--- config.mk ---
export PLATFORM = sky130hd
export DESIGN_NAME = rotate_round_carry_ops
export DESIGN_NICKNAME = d
export VERILOG_FILES = /design/src/common/rrc_pkg.sv /design/src/verilog/rotate_round_carry_ops.sv
export VERILOG_INCLUDE_DIRS = /design/src /design/src/common
export SDC_FILE = /design/constraint.sdc
export NUM_CORES = 2
export LEC_CHECK = 0
export BUFFER_PORTS_ARGS = -buffer_cell sky130_fd_sc_hd__buf_2
export CAP_MARGIN = 20
export CORE_ASPECT_RATIO = 1.5
export CORE_UTILIZATION = 50
export DETAILED_ROUTE_END_ITERATION = 10
export PLACE_DENSITY = 0.71
export SYNTH_ARGS = -nofsm -noshare
export SYNTH_HDL_FRONTEND = slang
export SYNTH_SLANG_ARGS = --single-unit
--- constraint.sdc ---
create_clock -name clk -period 20.5 [get_ports clk]
set_clock_uncertainty 0.05 [all_clocks]
set_input_delay 1.025 -clock clk [delete_from_list [all_inputs] [get_ports clk]]
set_output_delay 1.025 -clock clk [all_outputs]
set_load 0.005 [all_outputs]
--- src/common/rrc_defs.svh ---
// Purpose: Offsets, field positions, reset values and counts for the rotate/round/carry unit
// Assumes: APB with 32-bit data, one aligned word per register
// Notes:   Definitions only
`ifndef RRC_DEFS_SVH
`define RRC_DEFS_SVH

`define RRC_ACC_W        24
`define RRC_CNT_W        4
`define RRC_APB_AW       8

`define RRC_OFF_CTRL     8'h00
`define RRC_OFF_STEP     8'h04
`define RRC_OFF_ACC_X    8'h08
`define RRC_OFF_ACC_Y    8'h0c
`define RRC_OFF_ACC_Z    8'h10
`define RRC_OFF_ACC_R    8'h14
`define RRC_OFF_FLAGS    8'h18
`define RRC_OFF_STATUS   8'h1c

`define RRC_CTRL_OP_LO   0
`define RRC_CTRL_OP_HI   1
`define RRC_CTRL_SEL_LO  2
`define RRC_CTRL_SEL_HI  3
`define RRC_CTRL_HASCNT  4
`define RRC_CTRL_CNT_LO  8
`define RRC_CTRL_CNT_HI  11

`define RRC_FLAG_C       0
`define RRC_FLAG_O       1
`define RRC_FLAG_S       2
`define RRC_FLAG_Z       3

`define RRC_ACC_RST      24'h000000
`define RRC_FLAGS_RST    4'h0
`define RRC_DIV_STEPS    5'h18

`endif

--- src/common/rrc_pkg.sv ---
// Purpose: Types for the rotate/round/carry unit
// Assumes: rrc_defs.svh supplies the numbers
// Notes:   State codes are one-hot
package rrc_pkg;

    typedef enum logic [3:0] {
        st_idle = 4'b0001,
        st_rot  = 4'b0010,
        st_div  = 4'b0100,
        st_fix  = 4'b1000
    } seq_state_t;

    typedef enum logic [1:0] {
        op_none                    = 2'h0,
        rotate_right_through_carry = 2'h1,
        op_round                   = 2'h2,
        force_carry_op             = 2'h3
    } op_code_t;

endpackage : rrc_pkg

--- src/verilog/rotate_round_carry_ops.sv ---
// Purpose: Rotate-right through carry, rounding of x, and force-carry, with APB access
// Assumes: Synchronous active-low reset, inputs synchronous to clk
// Notes:   One wait state on every APB transfer
`timescale 1ns/1ps
`include "rrc_defs.svh"

module rotate_round_carry_ops
    import rrc_pkg::*;
#(
    parameter int ACC_W = `RRC_ACC_W,
    parameter int CNT_W = `RRC_CNT_W
) (
    input  wire logic                   clk,
    input  wire logic                   resetn,
    input  wire logic                   ce,
    input  wire logic                   psel,
    input  wire logic                   penable,
    input  wire logic                   pwrite,
    input  wire logic [`RRC_APB_AW-1:0] paddr,
    input  wire logic [31:0]            pwdata,
    output logic      [31:0]            prdata,
    output logic                        pready,
    output logic                        pslverr,
    output logic                        busy
);

    // Register map packs a 24-bit word and a 4-bit count
    if (ACC_W != 24 || CNT_W != 4) begin : g_width_check
        $error("Unsupported width");
    end

    // Single rotate-through-carry step; returns {carry, value}
    function automatic logic [ACC_W:0] rot_step(input logic [ACC_W-1:0] v, input logic c);
        rot_step = {v[0], c, v[ACC_W-1:1]};
    endfunction : rot_step

    function automatic logic [3:0] rot_flags(input logic [ACC_W:0] r);
        rot_flags = {(r[ACC_W-1:0] == '0), r[ACC_W-1], 1'b0, r[ACC_W]};
    endfunction : rot_flags

    logic [ACC_W-1:0] acc [4];
    logic [ACC_W-1:0] next_acc [4];
    logic [3:0]       flags;
    logic [3:0]       next_flags;
    seq_state_t       state;
    seq_state_t       next_state;
    logic [1:0]       sel;
    logic [1:0]       next_sel;
    logic [CNT_W-1:0] left;
    logic [CNT_W-1:0] next_left;
    logic [ACC_W-1:0] step;
    logic [ACC_W-1:0] next_step;
    logic [ACC_W:0]   rem;
    logic [ACC_W:0]   next_rem;
    logic [ACC_W-1:0] quo;
    logic [ACC_W-1:0] next_quo;
    logic             neg;
    logic             next_neg;
    logic [4:0]       divn;
    logic [4:0]       next_divn;
    logic [31:0]      next_prdata;
    logic             next_pready;
    logic             next_pslverr;
    logic             next_busy;

    always_comb begin
        logic             acc_phase;
        logic             wr;
        logic [ACC_W:0]   r;
        logic [ACC_W:0]   sh;
        logic [ACC_W-1:0] mag;
        logic [ACC_W-1:0] res;
        acc_phase    = psel && penable && !pready;
        wr           = acc_phase && pwrite;
        r            = '0;
        sh           = '0;
        mag          = '0;
        res          = '0;
        next_acc     = acc;
        next_flags   = flags;
        next_state   = state;
        next_sel     = sel;
        next_left    = left;
        next_step    = step;
        next_rem     = rem;
        next_quo     = quo;
        next_neg     = neg;
        next_divn    = divn;
        next_prdata  = prdata;
        next_pready  = acc_phase;
        next_pslverr = 1'b0;

        case (state)
            st_idle: begin
            end
            st_rot: begin
                r = rot_step(acc[sel], flags[`RRC_FLAG_C]);
                next_acc[sel] = r[ACC_W-1:0];
                next_flags    = rot_flags(r);
                next_left     = left - CNT_W'(1);
                if (left == CNT_W'(1)) begin
                    next_state = st_idle;
                end
            end
            st_div: begin
                // Restoring division of |x| by the step, one quotient bit a cycle
                sh = {rem[ACC_W-1:0], quo[ACC_W-1]};
                next_quo = {quo[ACC_W-2:0], 1'b0};
                if (sh >= {1'b0, step}) begin
                    sh          = sh - {1'b0, step};
                    next_quo[0] = 1'b1;
                end
                next_rem  = sh;
                next_divn = divn - 5'h01;
                if (divn == 5'h01) begin
                    next_state = st_fix;
                end
            end
            st_fix: begin
                mag = quo * step;
                if ({rem[ACC_W-1:0], 1'b0} >= {1'b0, step}) begin
                    mag = mag + step;
                end
                res = neg ? (~mag + ACC_W'(1)) : mag;
                next_acc[0] = res;
                next_state  = st_idle;
            end
            default: begin
                next_state = st_idle;
            end
        endcase

        if (acc_phase) begin
            next_pslverr = 1'b1;
            case (paddr)
                `RRC_OFF_CTRL: next_pslverr = pwrite && (state != st_idle); // Refuse while a sequence runs
                `RRC_OFF_STEP: next_pslverr = 1'b0;
                `RRC_OFF_ACC_X, `RRC_OFF_ACC_Y, `RRC_OFF_ACC_Z, `RRC_OFF_ACC_R,
                `RRC_OFF_FLAGS: next_pslverr = pwrite && (state != st_idle);
                `RRC_OFF_STATUS: next_pslverr = pwrite;
                default: next_pslverr = 1'b1;
            endcase
            case (paddr)
                `RRC_OFF_CTRL:   next_prdata = 32'h0;
                `RRC_OFF_STEP:   next_prdata = {8'h0, step};
                `RRC_OFF_ACC_X:  next_prdata = {8'h0, acc[0]};
                `RRC_OFF_ACC_Y:  next_prdata = {8'h0, acc[1]};
                `RRC_OFF_ACC_Z:  next_prdata = {8'h0, acc[2]};
                `RRC_OFF_ACC_R:  next_prdata = {8'h0, acc[3]};
                `RRC_OFF_FLAGS:  next_prdata = {28'h0, flags};
                `RRC_OFF_STATUS: next_prdata = {31'h0, state != st_idle};
                default:         next_prdata = 32'h0;
            endcase
        end

        if (wr && state == st_idle) begin
            case (paddr)
                `RRC_OFF_CTRL: begin
                    next_sel = pwdata[`RRC_CTRL_SEL_HI:`RRC_CTRL_SEL_LO];
                    case (op_code_t'(pwdata[`RRC_CTRL_OP_HI:`RRC_CTRL_OP_LO]))
                        rotate_right_through_carry: begin
                            if (pwdata[`RRC_CTRL_HASCNT]) begin
                                // First cycle decodes, then one step per cycle
                                next_left  = pwdata[`RRC_CTRL_CNT_HI:`RRC_CTRL_CNT_LO];
                                next_state = (next_left == '0) ? st_idle : st_rot;
                            end else begin
                                r = rot_step(acc[next_sel], flags[`RRC_FLAG_C]);
                                next_acc[next_sel] = r[ACC_W-1:0];
                                next_flags         = rot_flags(r);
                            end
                        end
                        op_round: begin
                            // Step of zero cannot divide, so x is left as is
                            if (step != '0) begin
                                next_neg   = acc[0][ACC_W-1];
                                next_quo   = acc[0][ACC_W-1] ? (~acc[0] + ACC_W'(1)) : acc[0];
                                next_rem   = '0;
                                next_divn  = `RRC_DIV_STEPS;
                                next_state = st_div;
                            end
                        end
                        force_carry_op: begin
                            next_flags[`RRC_FLAG_C] = 1'b1;
                            next_flags[`RRC_FLAG_O] = 1'b0;
                        end
                        default: begin
                        end
                    endcase
                end
                `RRC_OFF_STEP:  next_step = pwdata[ACC_W-1:0];
                `RRC_OFF_ACC_X: next_acc[0] = pwdata[ACC_W-1:0];
                `RRC_OFF_ACC_Y: next_acc[1] = pwdata[ACC_W-1:0];
                `RRC_OFF_ACC_Z: next_acc[2] = pwdata[ACC_W-1:0];
                `RRC_OFF_ACC_R: next_acc[3] = pwdata[ACC_W-1:0];
                `RRC_OFF_FLAGS: next_flags = pwdata[3:0];
                default: begin
                end
            endcase
        end else if (wr && paddr == `RRC_OFF_STEP) begin
            next_step = pwdata[ACC_W-1:0];
        end
        next_busy = (next_state != st_idle);
    end

    always_ff @(posedge clk) begin
        if (!resetn) begin
            acc     <= '{default: `RRC_ACC_RST};
            flags   <= `RRC_FLAGS_RST;
            state   <= st_idle;
            sel     <= 2'h0;
            left    <= '0;
            step    <= '0;
            rem     <= '0;
            quo     <= '0;
            neg     <= 1'b0;
            divn    <= 5'h0;
            prdata  <= 32'h0;
            pready  <= 1'b0;
            pslverr <= 1'b0;
            busy    <= 1'b0;
        end else if (ce) begin
            acc     <= next_acc;
            flags   <= next_flags;
            state   <= next_state;
            sel     <= next_sel;
            left    <= next_left;
            step    <= next_step;
            rem     <= next_rem;
            quo     <= next_quo;
            neg     <= next_neg;
            divn    <= next_divn;
            prdata  <= next_prdata;
            pready  <= next_pready;
            pslverr <= next_pslverr;
            busy    <= next_busy;
        end
    end

endmodule : rotate_round_carry_ops

==> results.yml <==
floorplanning:
  start_util_pct: 50.6
  die_width_um: 189
  pin_count: 81
  rows: 102
  core_area_sq_mm: 0.0517
  dieArea_sq_mm: 0.0533
  die_h_um: 282
synth:
  synthSimpleGateAreaFrac_pct: 19.8
  synthArstFlopShare_pct: 0
  synth.area.top_cells: "dfxtp_1 (16%), fa_1 (16%), ha_1 (6.6%)"
  synth_edf_count: 0
  synth.most_common_cell: "nand2_1"
  synth_top_area_share_pct: 16.4
  synth_commonest_cells: "nand2_1 (437), inv_1 (331), nor2_1 (266)"
  synth_fa_ha_area_share_pct: 23.1
  synth_flop_cell: "dfxtp_1"
  synthXorXnorAreaFrac_pct: 4.25
  ys_types: 92
  yosysTopAreaCell: "dfxtp_1"
  syn-cell-area_sq_mm: 0.0262
  syn_inst: 3325
  syn_area_per_cell_sq_um: 7.87
  ys_seq_elements: 215
  synth_compound_area_share_pct: 20.8
  ys_seq_area_share_pct: 16.4
  synth_top_family_by_area: "adder cells"
  synth.area.mux_share_pct: 6.81
  ys.warnings.count: 0
clock_network:
  post_cts_buffers: 0
  clock_path_buffers: 3
  cts_buffers: 21
  clockRootBuffer: "clkbuf_16"
  htree_levels: 1
  cts_resized: 0
  cts_tree: "done"
  clk_latency_ns: 0.56
  cts.clk_slew.worst_paths_ns: 0.07
  postCtsHoldBufs: 0
  cts_sinks: 215
setup_path:
  cp_slowest_stage_delay_ns: 1.04
  reg2reg_slack_ns: 11.11
  arrival_ns: 9.75
  cpMostUsedCell: "fa_1"
  cpMaxStageDelayCell: "dfxtp_1"
  cp.buffers_inverters: 5
  critPathKind: "reg -> reg"
  crit_path_max_fanout: 21
  cp.required_ns: 20.86
  endpoint_kind: "flop"
  critPathLaunchType: "flop"
  critPathTopFamily: "adder cells"
layout:
  register_area_sq_mm: 0.00430
  fin_cells: 3932
  design_area_sq_mm: 0.0277
  fin_nets: 3637
  multiInputGateArea_sq_mm: 0.0197
  area_growth_syn_to_layout_pct: 5.79
  fill_cells: 4947
  layout-drive-gt1-share_pct: 9.66
power_and_ir_drop:
  leakage_nw: 11.9
  ir_worst_vdd_v: 0.0000753
  power_density_mw_per_mm2: 35.2
  p_total_mw: 0.976
routing:
  num_vias: 25600
  drt_iter0_markers: 2481
  wl_um: 96100
  via_per_inst: 6.50
  drt-pass1-iter-count: 11
  ant_nets: 0
  route.detailed.drc: 0
  wl_per_cell_um: 24.4
sta:
  timing.fmax_ghz: 0.107
  setup_ws_ns: 11.11
  worst_slew_pin_slew_ns: 1.22
  period_needed_ns: 9.39
  rsz0062_at_grt: "no"
  slew_viol_final: 0
  hold_viol: 0
  finalCritPeriodShare_pct: 45.8
  timing.slew.headroom_pct: 18.2
  setup_viol: 0
  final.setup.tns_ns: 0
place:
  place_hpwl_um: 67600
  gp_congestion: 1.03
  io_buffers: 64
  dpl.cell_count: 3890
  place_area_sq_mm: 0.0270
  pre_cts_ws_ns: 11.18
grt:
  grt_pass1_vias: 24900
  overflow: 0
  grt_start_max_net_pins: 100
  gr-usage-all-layers_pct: 36.4
  antenna_found_initial: 9
  grt_pass1_wl_um: 148000
status:
  outcome: "finished, final reports clean"
run:
  drv_cap: 0
worst_hold_path:
  hold_class: "reg -> reg"
==> path summary, 6_finish.rpt <==
| kind | start | end | cells past startpoint |
|---|---|---|---|
| max | step[0] | acc[95] | 33 |
| min reg2reg | step[2] | step[2] | 2 |
| max reg2reg | step[0] | acc[95] | 33 |
| min | step[2] | step[2] | 2 |
==> report_power, final <==
part,internal (mW),total (mW),switching [mW]
logic,0.0417,0.119,0.0774
clock network,0.211,0.402,0.191
registers,0.429,0.455,0.0254
==> through the flow <==
step	utilization (%)	hold slack (ns)
floorplan	-	0.404
detailed placement	52.2	0.397
global placement	52.2	0.393
CTS	53.5	0.406
finish	53.6	0.407
global route	53.5	0.429
==> cell families after synthesis <==
family | count (synthesis)
fa+ha+maj | 354
compound gates | 793
mux | 133
simple gates | 1107
xor+xnor | 127
other cells | 1
buf+inv | 595
flops | 215
==> per-layer routing <==
metal  vias up  part of all wire, %  global-route usage [%]
met3       573                  8.7                    8.16
met2      1441                   47                    60.4
met1     12200                   34                    38.8
met5         -                0.052                   0.549
met4         8                   10                    32.8
li1      11300                    -                       -
==> cells in the final DEF (no fill, tap or decap), drive strengths merged, types with 95 or more instances in the layout <==
| cell type | count |
|---|---|
| inv | 333 |
| and2 | 166 |
| nor2 | 268 |
| a21oi | 171 |
| a22oi | 95 |
| ha | 139 |
| buf | 144 |
| o21ai | 185 |
| dfxtp | 215 |
| fa | 215 |
| nand2 | 437 |
==> final cells by class <==
type,count,share of cell area [%]
Tap cell,676,3.05
Sequential cell,215,15.5
Multi-Input combinational cell,2522,71.0
Clock inverter,7,0.172
Timing Repair Buffer,144,3.42
Clock buffer,29,2.22
Antenna cell,6,0.0542
Inverter,333,4.52
==> worst reg2reg max path: cells and delay by family, from the launching register on <==
| kind | cells | cell delay [ns] |
|---|---|---|
| adder cells (fa/ha/maj) | 9 | 4.03 |
| AO/OA/AOI/OAI | 13 | 2.56 |
| AND/OR/NAND/NOR | 5 | 1.13 |
| flip-flops | 1 | 1.04 |
| buffers and inverters | 5 | 0.26 |
| XOR/XNOR | 1 | 0.18 |
==> sequential cells by signal, indices dropped and copies added, names as in the netlist, 2 cells and up <==
register	cells
rem	24
acc	96
left	4
flags	4
step	24
sel	2
divn	5
quo	24
prdata	24
state	4
No activity file was read; power rests on OpenSTA's default activity.
